==> src/sbsr_regs.vh <==
`ifndef SBSR_REGS_VH
`define SBSR_REGS_VH
// ****************************************
// Status byte bit positions
// ****************************************
`define SBSR_BIT_MEAS     0
`define SBSR_BIT_UNUSED   1
`define SBSR_BIT_ERRQ     2
`define SBSR_BIT_QUES     3
`define SBSR_BIT_MSGQ     4
`define SBSR_BIT_STDEV    5
`define SBSR_BIT_RQS      6
`define SBSR_BIT_OPER     7
// ****************************************
// Reset values and masks
// ****************************************
`define SBSR_SRE_RESET    8'h00
`define SBSR_SRE_USED     8'hBD
`define SBSR_BYTE_ZERO    8'h00
`define SBSR_EV_ZERO      16'h0000
// ****************************************
// Enable parameter radix codes
// ****************************************
`define SBSR_RADIX_BIN    2'h0
`define SBSR_RADIX_HEX    2'h1
`define SBSR_RADIX_OCT    2'h2
`define SBSR_RADIX_DEC    2'h3
`endif

==> src/sbsr_event_summary.v <==
`timescale 1ns/100ps
`default_nettype none
// ****************************************
// Event set summary: OR of event AND enable
// ****************************************
module sbsr_event_summary #(
  parameter WIDTH = 16
) (
  input  wire [WIDTH-1:0] event_bits,  // Latched event register
  input  wire [WIDTH-1:0] enable_bits, // Event enable register
  output wire             summary      // Summary message
);
  wire [WIDTH-1:0] masked;
  genvar i;
  generate
    for (i = 0; i < WIDTH; i = i + 1) begin : g_and
      assign masked[i] = event_bits[i] & enable_bits[i];
    end
  endgenerate
  assign summary = |masked;
endmodule
`default_nettype wire

==> src/sbsr_param_decode.v <==
`timescale 1ns/100ps
`default_nettype none
`include "sbsr_regs.vh"
// ****************************************
// Enable parameter radix decoder
// ****************************************
// Digits arrive as numeric values, most significant first; the
// radix selects the weight so all forms give the same byte.
module sbsr_param_decode (
  input  wire [1:0] radix,    // Parameter format code
  input  wire [7:0] acc,      // Value so far
  input  wire [3:0] digit,    // Next digit value
  output reg  [7:0] acc_next, // Value after digit
  output reg        digit_ok  // Digit legal for radix
);
  reg [11:0] wide;
  always @* begin
    wide     = 12'h000;
    digit_ok = 1'b0;
    case (radix)
      `SBSR_RADIX_BIN: begin
        wide     = {3'h0, acc, 1'b0} + {8'h00, digit};
        digit_ok = (digit < 4'h2);
      end
      `SBSR_RADIX_HEX: begin
        wide     = {acc, 4'h0} + {8'h00, digit};
        digit_ok = 1'b1;
      end
      `SBSR_RADIX_OCT: begin
        wide     = {1'b0, acc, 3'h0} + {8'h00, digit};
        digit_ok = (digit < 4'h8);
      end
      default: begin
        wide     = {1'b0, acc, 3'h0} + {3'h0, acc, 1'b0} + {8'h00, digit};
        digit_ok = (digit < 4'hA);
      end
    endcase
    // Values beyond one byte are refused
    if (wide[11:8] != 4'h0) begin
      digit_ok = 1'b0;
    end
    acc_next = wide[7:0];
  end
endmodule
`default_nettype wire

==> src/sbsr_status_byte.v <==
`timescale 1ns/100ps
`default_nettype none
`include "sbsr_regs.vh"
// Summary of operation
// - Summary bits 0,2,3,4,5,7 follow their summary inputs unlatched.
// - Bit 0 shows the measurement set summary.
// - Bit 2 set while the error queue holds a message.
// - Bit 3 shows the questionable set summary.
// - Bit 4 set while a response waits in the output queue.
// - Bit 5 shows the standard event set summary.
// - Bit 7 shows the operation set summary.
// - Master summary is OR of summaries ANDed with enables.
// - Bit 6 is request flag on poll, master summary on query.
// - Eight-bit enable register, written by command, cleared at power-up.
// - Clear-status and preset leave the enable register alone.
// - Rising enabled summary sets request flag and asserts service request.
// - Serial poll clears request flag; later rise requests again.
// - Poll leaves master summary; it drops when enabled summaries drop.
// - Controller polls with enable, one byte, disable; device returns byte.
// - Enable query returns enable register; status query returns status byte.
// - Reading the standard event register clears it and its summary.
// - Enable parameter accepted in binary, hex, octal or decimal.
// - Each set summary is OR of event bits ANDed with enables.
module sbsr_status_byte #(
  parameter EV_WIDTH = 16
) (
  input  wire                clock,          // 125 MHz clock
  input  wire                nrst,           // Async reset, active low
  input  wire [EV_WIDTH-1:0] std_event,      // Standard event register
  input  wire [EV_WIDTH-1:0] std_enable,     // Standard event enable
  input  wire [EV_WIDTH-1:0] oper_event,     // Operation event register
  input  wire [EV_WIDTH-1:0] oper_enable,    // Operation event enable
  input  wire [EV_WIDTH-1:0] meas_event,     // Measurement event register
  input  wire [EV_WIDTH-1:0] meas_enable,    // Measurement event enable
  input  wire [EV_WIDTH-1:0] ques_event,     // Questionable event register
  input  wire [EV_WIDTH-1:0] ques_enable,    // Questionable event enable
  input  wire                error_queue_nonempty, // Error queue has entry
  input  wire                output_message_ready, // Output queue has entry
  input  wire                std_event_read, // Standard event register read
  input  wire                sre_write,      // Enable command, value ready
  input  wire [7:0]          sre_wdata,      // Enable value, binary
  input  wire                param_start,    // Begin text parameter
  input  wire [1:0]          param_radix,    // Text parameter format
  input  wire                param_digit_vld,// Parameter digit strobe
  input  wire [3:0]          param_digit,    // Parameter digit value
  input  wire                param_end,      // Commit text parameter
  input  wire                clear_status,   // Clear-status command
  input  wire                status_preset,  // Status preset command
  input  wire                sre_query,      // Enable register query
  input  wire                stb_query,      // Status byte query
  input  wire                spoll_active,   // Serial poll enabled
  input  wire                spoll_read,     // Poll byte taken, one cycle
  output reg  [7:0]          resp_data_q,    // Query response byte
  output reg                 resp_valid_q,   // Query response strobe
  output reg  [7:0]          spoll_byte_q,   // Serial poll byte
  output reg  [7:0]          status_byte_q,  // Status byte, master summary
  output reg  [7:0]          sre_q,          // Enable register copy
  output reg                 srq_q,          // Service request line
  output reg                 std_clear_q,    // Clear standard event reg
  output reg                 param_err_q     // Bad parameter digit
);
  // ****************************************
  // Set summaries
  // ****************************************
  wire meas_sum;
  wire ques_sum;
  wire oper_sum;
  wire std_raw;
  wire std_sum;
  sbsr_event_summary #(.WIDTH(EV_WIDTH)) u_meas (
    .event_bits  (meas_event),
    .enable_bits (meas_enable),
    .summary     (meas_sum)
  );
  sbsr_event_summary #(.WIDTH(EV_WIDTH)) u_ques (
    .event_bits  (ques_event),
    .enable_bits (ques_enable),
    .summary     (ques_sum)
  );
  sbsr_event_summary #(.WIDTH(EV_WIDTH)) u_oper (
    .event_bits  (oper_event),
    .enable_bits (oper_enable),
    .summary     (oper_sum)
  );
  sbsr_event_summary #(.WIDTH(EV_WIDTH)) u_std (
    .event_bits  (std_event),
    .enable_bits (std_enable),
    .summary     (std_raw)
  );
  // Masked during the read so the bit drops before the clear lands
  assign std_sum = std_raw & ~std_event_read & ~std_clear_q;

  // ****************************************
  // Status byte, combinational
  // ****************************************
  reg [7:0] summ;
  always @* begin
    summ                   = `SBSR_BYTE_ZERO;
    summ[`SBSR_BIT_MEAS]   = meas_sum;
    summ[`SBSR_BIT_UNUSED] = 1'b0;
    summ[`SBSR_BIT_ERRQ]   = error_queue_nonempty;
    summ[`SBSR_BIT_QUES]   = ques_sum;
    summ[`SBSR_BIT_MSGQ]   = output_message_ready;
    summ[`SBSR_BIT_STDEV]  = std_sum;
    summ[`SBSR_BIT_OPER]   = oper_sum;
  end

  wire [7:0] enabled_summ;
  wire       master_summary;
  assign enabled_summ   = summ & sre_q & `SBSR_SRE_USED;
  assign master_summary = |enabled_summ;

  // ****************************************
  // Request flag on rising enabled summaries
  // ****************************************
  reg  [7:0] enabled_prev_q;
  reg        request_service_flag_q;
  wire       any_rise;
  assign any_rise = |(enabled_summ & ~enabled_prev_q);

  // ****************************************
  // Text parameter assembly
  // ****************************************
  reg  [7:0] param_acc_q;
  reg        param_bad_q;
  wire [7:0] acc_next;
  wire       digit_ok;
  sbsr_param_decode u_dec (
    .radix    (param_radix),
    .acc      (param_acc_q),
    .digit    (param_digit),
    .acc_next (acc_next),
    .digit_ok (digit_ok)
  );

  always @(posedge clock or negedge nrst) begin
    if (!nrst) begin
      param_acc_q <= `SBSR_BYTE_ZERO;
      param_bad_q <= 1'b0;
      param_err_q <= 1'b0;
    end else begin
      param_err_q <= 1'b0;
      if (param_start) begin
        param_acc_q <= `SBSR_BYTE_ZERO;
        param_bad_q <= 1'b0;
      end else if (param_digit_vld) begin
        if (digit_ok) begin
          param_acc_q <= acc_next;
        end else begin
          param_bad_q <= 1'b1;
        end
      end
      if (param_end) begin
        param_err_q <= param_bad_q;
      end
    end
  end

  // ****************************************
  // Enable register
  // ****************************************
  // Clear-status and preset have no path here on purpose
  always @(posedge clock or negedge nrst) begin
    if (!nrst) begin
      sre_q <= `SBSR_SRE_RESET;
    end else if (sre_write) begin
      sre_q <= sre_wdata;
    end else if (param_end && !param_bad_q) begin
      sre_q <= param_acc_q;
    end
  end

  // ****************************************
  // Request flag, service request, poll byte
  // ****************************************
  always @(posedge clock or negedge nrst) begin
    if (!nrst) begin
      enabled_prev_q         <= `SBSR_BYTE_ZERO;
      request_service_flag_q <= 1'b0;
      srq_q                  <= 1'b0;
      spoll_byte_q           <= `SBSR_BYTE_ZERO;
      status_byte_q          <= `SBSR_BYTE_ZERO;
    end else begin
      enabled_prev_q <= enabled_summ;
      // A rise in the poll cycle wins so no request is lost
      if (any_rise) begin
        request_service_flag_q <= 1'b1;
        srq_q                  <= 1'b1;
      end else if (spoll_read) begin
        request_service_flag_q <= 1'b0;
        srq_q                  <= 1'b0;
      end
      // Byte held still while the controller is reading it
      if (!spoll_active) begin
        spoll_byte_q <= summ;
        spoll_byte_q[`SBSR_BIT_RQS] <= request_service_flag_q | any_rise;
      end
      status_byte_q <= summ;
      status_byte_q[`SBSR_BIT_RQS] <= master_summary;
    end
  end

  // ****************************************
  // Query responses and event clear
  // ****************************************
  always @(posedge clock or negedge nrst) begin
    if (!nrst) begin
      resp_data_q  <= `SBSR_BYTE_ZERO;
      resp_valid_q <= 1'b0;
      std_clear_q  <= 1'b0;
    end else begin
      resp_valid_q <= sre_query | stb_query;
      std_clear_q  <= std_event_read;
      if (stb_query) begin
        resp_data_q <= summ;
        resp_data_q[`SBSR_BIT_RQS] <= master_summary;
      end else if (sre_query) begin
        resp_data_q <= sre_q;
      end
    end
  end
endmodule
`default_nettype wire

==> config.mk <==
export PLATFORM = sky130hd
export DESIGN_NAME = sbsr_status_byte
export DESIGN_NICKNAME = d
export VERILOG_FILES = /design/src/sbsr_event_summary.v /design/src/sbsr_param_decode.v /design/src/sbsr_status_byte.v
export VERILOG_INCLUDE_DIRS = /design/src /design/src/src
export SDC_FILE = /design/constraint.sdc
export NUM_CORES = 1
export LEC_CHECK = 0
export BUFFER_PORTS_ARGS = -buffer_cell sky130_fd_sc_hd__buf_2
export CAP_MARGIN = 30
export CORE_MARGIN = 5
export CORE_UTILIZATION = 40
export CTS_CLUSTER_DIAMETER = 120
export DETAILED_ROUTE_END_ITERATION = 10
export GPL_TIMING_DRIVEN = 1
export PLACE_DENSITY = 0.77
export SLEW_MARGIN = 0
export SYNTH_ARGS = -nofsm -noshare
export SYNTH_HDL_FRONTEND = slang
export SYNTH_SLANG_ARGS = --single-unit
==> constraint.sdc <==
create_clock -name clock -period 3.1 [get_ports clock]
set_input_delay 0.31 -clock clock [delete_from_list [all_inputs] [get_ports clock]]
set_output_delay 0.31 -clock clock [all_outputs]
set_load 0.02 [all_outputs]
==> results of run 1 <==
-- flip-flops by register name, summed over array words and instances, names as in the netlist, 6 cells and up --
name	count
spoll_byte_q	7
sre_q	8
resp_data_q	8
param_acc_q	8
status_byte_q	7
enabled_prev_q	6
-- Yosys cell counts, drive strengths merged (4+ instances only) --
master	instances	area, um2
nor2	15	56.30
clkbuf	6	22.52
xor2	4	35.03
xnor2	8	70.07
a21oi	11	55.05
a221oi	16	140.1
buf	9	56.30
inv	9	33.78
a22o	16	140.1
mux2i	21	210.2
nand3	6	35.03
ha	18	225.2
nor2b	8	50.05
nand2	26	100.1
o21ai	20	100.1
o211ai	4	35.03
a211oi	7	65.06
mux2	7	86.33
dfrtp	49	1226
nor3	4	20.02
a21o	6	45.04
nand2b	8	50.05
nand4	6	43.79
-- kinds of logic after synthesis --
family	Yosys count	share of synthesized area, %
AOI/OAI and AO/OA	100	22.35
DFF	49	36.32
muxes	31	10.79
adders and majority gates	21	8.451
and+or+nand+nor	95	15.42
buffers and inverters	25	3.447
xor gates and xnor gates	12	3.113
other	1	0.1111
-- layout make-up --
type	count	share of cell area, %
sequential	49	26.19
inverter	10	0.8009
multi-input combinational	261	44.50
clock buffer	5	1.468
timing repair buffer	208	23.79
clock inverter	3	0.4538
tap	105	2.803
-- what timing repair did --
action,4_1_cts,5_1_grt
hold endpoints to repair,0,0
setup endpoints to repair,6,9
resized for setup,2,12
setup buffers,0,4
pin swaps,0,11
-- metal layers --
layer	wire length (um)	track usage [%]
met1	4115	24.48
met2	5646	35.92
met3	881	2.935
met4	83	4.238
met5	0	0
-- worst max path at each step --
stage | startpoint | endpoint | cells after the start | slack, ns
2_1_floorplan | param_acc_q[0] | param_acc_q[1] | 8 | 0.01
3_3_place_gp | param_digit[3] | param_acc_q[7] | 10 | 0.06
3_5_place_dp | param_digit[3] | param_acc_q[5] | 10 | -0.04
4_1_cts | param_acc_q[0] | param_acc_q[3] | 10 | 0.006
5_1_grt | param_acc_q[3] | param_acc_q[2] | 10 | -0.02
6_report | param_acc_q[0] | param_acc_q[1] | 10 | 0.10
-- through the flow --
step           power (mW)  util, %
6_report            1.614    57.04
5_1_grt             1.706    57.04
4_1_cts             1.611    56.04
3_5_place_dp        1.229    54.83
3_3_place_gp        1.208    54.59
2_1_floorplan       1.002        -
-- power groups by stage --
stage	sequential (mW)	clock [mW]	combinational (mW)
after floorplan	0.767	0	0.235
after global placement	0.731	0	0.477
after detailed placement	0.733	0	0.496
after CTS	0.720	0.392	0.499
after global routing	0.728	0.415	0.563
final	0.720	0.379	0.515
==> out/results.ini, run 1 <==
[drt]
ant_nets=0
wl_um=10730
vias_per_cell=5.434
first_iter_violations=111
remaining_drc_errors=0
vias=3483
wire_per_inst_um=16.73
dr.pass1.iters=5

[placed_design]
numPortBuffers=188
gp_congestion=0.8852
dp_hpwl_um=8972
dp_slack_ns=-0.04162
placed_cells_incl_taps=629
placed_cell_area_um2=4506

[clock_tree]
clkTransAtPathRegs_ns=0.09
ctsHtreeMaxLevel=2
root_buffer=clkbuf_8
hold_buffers=0
cts_buffers=5
cts_sinks=49
clockBufferDepth=2
clock_latency_ns=0.30
tritoncts=built

[worst_setup_path]
worstSetupEndpointType=register
timing.rr.start=param_acc_q[0]
slowest_stage=fa_2
worstSetupPathType=reg -> reg
cp-start-kind=register
cp_num_buf_inv=2
worstPathArrival_ns=3.19
r2r_slack_ns=0.10
worst_ep_required_time_ns=3.29
crit_family=adder cells
critical_path.max_fanout=3
cpPeakStageDelay_ns=0.52
worstReg2RegEnd=param_acc_q[1]
r2r_cells=10
path_cells=fa_2 -> buf_6 -> fa_2 -> a21o_1 -> nand3_2 -> mux2i_1 -> nand4_1 -> a211oi_4 -> buf_6 -> mux2_4

[timing]
fin_hold_ws_ns=0.002361
tightest_slew_ns=0.5923
setup_violations=0
fmax_ghz=0.3335
slew_headroom_pct=60.51
fin_setup_tns_ns=0
fin_crit_sh_pct=96.74
setup_slack_ns=0.1011
drv_slew=0
rsz0062_at_grt=true
clock_skew_ns=0.002592
period_needed_ns=2.999
finalHoldViolations=0

[global_route]
grt_first_pass_wirelength_um=16260
grt_pass1_vias=3409
antenna_found_initial=0
grt_usage_pct=19.60
grt_max_degree=27
grt-ovfl-total=0

[run_status]
status=complete, no violations

[pwr]
power_leakage_nw=2.341
swShare_pct=32.12
switching_power_mw=0.5183
power.share.clock_pct=23.5
p_per_area_nw_per_um2=344.3
vdd_drop_max_mv=0.1798
p_comb_share_pct=31.9
seqPwrFrac_pct=44.6
internal_power_mw=1.095

[yosys]
seq_area_frac_synth_pct=36.32
postSynthAreaPerCell_um2=10.11
synth_cell_type_count=62
async_flop_share_pct=100.0
synth_area_um2=3376
synthFlopType=dfrtp_1
synthCells=334
ys.warnings.count=0
synth_edf_count=0
ys_ff_latch=49

[layout]
stdcell_area_um2=4687
mostFrequentLayoutCells=188 x buf_2, 48 x dfrtp_1, 25 x nand2_1
num_antenna_cells=0
area_delta_synth_final_pct=38.84
fin_nets=713
layout-drive-gt1-share_pct=45.90
final_common_cell=buf_2
seq_area_um2=1227
multi_input_area_um2=2086
nFillCells=745
final_cells=641

[floorplanning]
rows=33
core_area_um2=8217
initial_core_util_pct=41.08
dieHeight_um=101.9
dieWidth_um=101.9
io_pins=193
dieArea_um2=10380

[hold_path]
hold_path.class=in -> async

[run]
drv_cap=0

(Power assumes the default switching activity.)
==> run 2: changes to the inputs <==
--- a/config.mk
+++ b/config.mk
@@ -9,7 +9,7 @@
 export BUFFER_PORTS_ARGS = -buffer_cell sky130_fd_sc_hd__buf_2
 export CAP_MARGIN = 30
 export CORE_MARGIN = 5
-export CORE_UTILIZATION = 40
+export CORE_UTILIZATION = 42
 export CTS_CLUSTER_DIAMETER = 120
 export DETAILED_ROUTE_END_ITERATION = 10
 export GPL_TIMING_DRIVEN = 1
==> constraint.sdc (replaced) <==
create_clock -name clock -period 3.6 [get_ports clock]
set_input_delay 0.36 -clock clock [delete_from_list [all_inputs] [get_ports clock]]
set_output_delay 0.36 -clock clock [all_outputs]
set_load 0.02 [all_outputs]
==> run 2 against run 1 <==
Via count is 2.5% lower. Final area decreased by 2.9%. Clock power up 3%. Die area decreased by 4.3%. Setup slack better by 0.14 ns. Core utilization is 1.6 points higher. Register-to-register slack better by 0.14 ns. Non-clock buffer count shrank 13. Clock skew up 0.0057 ns. Critical endpoint is now param_acc_q[0].
==> out/results.ini, run 2 (synthesis results as in run 1) <==
[drt]
wire_per_inst_um=17.09  ; +2.1%
vias_per_cell=5.434  ; about the same
vias=3396  ; -2.5%
wl_um=10680  ; -0.40%
ant_nets=0  ; unchanged
dr.pass1.iters=4  ; -1
remaining_drc_errors=0  ; unchanged
first_iter_violations=125  ; +13%

[layout]
final_util_pct=58.60  ; +1.6 points
area_delta_synth_final_pct=34.84
nFillCells=708  ; -5.0%
num_antenna_cells=0  ; unchanged
largest_registers=param_acc_q (8), resp_data_q (8), sre_q (8)
fin_nets=700  ; -1.8%
final_common_cell=buf_2
final_cells=625  ; -2.5%
multi_input_area_um2=2037  ; -2.3%
seq_area_um2=1226  ; -0.10%
mostFrequentLayoutCells=188 x buf_2, 49 x dfrtp_1, 25 x nand2_1
stdcell_area_um2=4552  ; -2.9%
layout-drive-gt1-share_pct=42.64  ; -3.3 points

[placed_design]
placed_cells_incl_taps=616  ; -2.1%
dp_hpwl_um=8999  ; +0.30%
numPortBuffers=188  ; unchanged
placed_cell_area_um2=4427  ; -1.7%
gp_congestion=0.9729  ; +9.9%
dp_slack_ns=0.07877  ; +0.1204 ns

[clock_tree]
cts_setup_buffers=0  ; unchanged
clockBufferDepth=2  ; unchanged
clock_latency_ns=0.30  ; about the same
clkTransAtPathRegs_ns=0.09  ; about the same
tritoncts=built
cts_buffers=5  ; unchanged
root_buffer=clkbuf_8
cts_sinks=49  ; unchanged
ctsHtreeMaxLevel=2  ; unchanged

[floorplanning]
dieWidth_um=99.65  ; -2.2%
core_area_um2=7767  ; -5.5%
initial_core_util_pct=43.46  ; +2.4 points
dieHeight_um=99.65  ; -2.2%
rows=32  ; -3.0%
io_pins=193  ; unchanged
dieArea_um2=9930  ; -4.3%

[worst_setup_path]
worstPathArrival_ns=3.58  ; +0.39 ns
cpPeakStageDelay_ns=0.53  ; about the same
critical_path.max_fanout=5  ; +2
r2r_slack_ns=0.24  ; +0.14 ns
worst_ep_required_time_ns=3.82  ; +0.53 ns
slowest_stage=fa_1
worstSetupEndpointType=register
endpoint=param_acc_q[0]
path_cells=fa_1 -> ha_1 -> a211oi_1 -> o21bai_1 -> a2111oi_0 -> o31ai_1 -> a211oi_4 -> buf_4 -> mux2i_1
worstSetupPathType=reg -> reg
cp-start-kind=register
worstReg2RegEnd=param_acc_q[0]
r2r_cells=9  ; -1
startpoint=param_acc_q[0]
timing.rr.start=param_acc_q[0]

[global_route]
grt_usage_pct=21.02  ; +1.4 points
grt-ovfl-total=0  ; unchanged
grt_pass1_vias=3451  ; +1.2%
grt_first_pass_wirelength_um=16980  ; +4.4%
grt_max_degree=41  ; +52%
antenna_found_initial=0  ; unchanged

[pwr]
finalPower_mw=1.426  ; -12%
power_leakage_nw=2.282  ; -2.5%
p_per_area_nw_per_um2=313.4  ; -9.0%
vdd_drop_max_mv=0.1877  ; +4.4%

[timing]
clock_skew_ns=0.008307  ; +0.005715 ns
drv_slew=0  ; unchanged
setup_violations=0  ; unchanged
finalHoldViolations=0  ; unchanged
rsz0062_at_grt=false
fmax_ghz=0.2980  ; -11%
fin_hold_ws_ns=0.1768  ; +0.1744 ns
fin_crit_sh_pct=93.20  ; -3.5 points
setup_slack_ns=0.2447  ; +0.1435 ns
tightest_slew_ns=0.5348  ; -0.05748 ns
period_needed_ns=3.355  ; +0.3565 ns
slew_headroom_pct=64.13  ; +3.6 points
fin_setup_tns_ns=0  ; unchanged

[run]
drv_cap=0  ; unchanged

[hold_path]
hold_path.class=in -> reg
whs_path_depth=1

[run_status]
status=complete, no violations

## run 2: cell types whose count changed in the layout (fill, tap and decap cells not counted), sizes merged
cell / delta
bufinv: +1
inv: -1
dlygate4sd3: +1
buf: -14
## run 2: critical path: cells and delay by family, from the launching register on
kind	cells	cell delay (ns)
fa+ha+maj	2	0.86
compound gates	5	1.56
buf+inv	1	0.24
mux	1	0.20
flops	1	0.43
## run 2: how the worst min path moves through the flow
stage / from / end / slack (ns)
finish: std_event_read / std_clear_q / 0.18
global route: std_event_read / std_clear_q / 0.16
CTS: std_event_read / std_clear_q / 0.16
detailed placement: nrst / request_service_flag_q / 0.25
global placement: spoll_byte_q[5] / spoll_byte_q[5] / 0.46
floorplan: nrst / enabled_prev_q[0] / 0.06
## run 2: what timing repair did
item | CTS | global route
hold buffers | 1 | 0
resized for setup | 0 | 0
endpoints found under the hold margin | 9 | 0
setup endpoints to repair | 0 | 5
## run 2: where the power goes
part           leakage [nW]  internal, mW  total, mW  switching, mW
sequential            0.585         0.589      0.625         0.0359
clock                0.0543         0.208      0.391          0.183
combinational          1.64         0.196      0.410          0.214
total                  2.28         0.993       1.43          0.433
## run 2: layout make-up
type | count | share of cell area, %
timing repair buffer | 195 | 22.16
tap | 102 | 2.804
clock buffer | 5 | 1.512
inverter | 10 | 0.8246
multi-input combinational | 261 | 44.75
clock inverter | 3 | 1.017
sequential | 49 | 26.94
## run 2: routing by layer
metal	global-route usage, %	part of all wire (%)	vias up
met5	0	0	-
met4	3.992	1.1	0
met3	4.348	7.3	12
met2	38.74	53	124
met1	25.34	39	1612
li1	-	-	1648
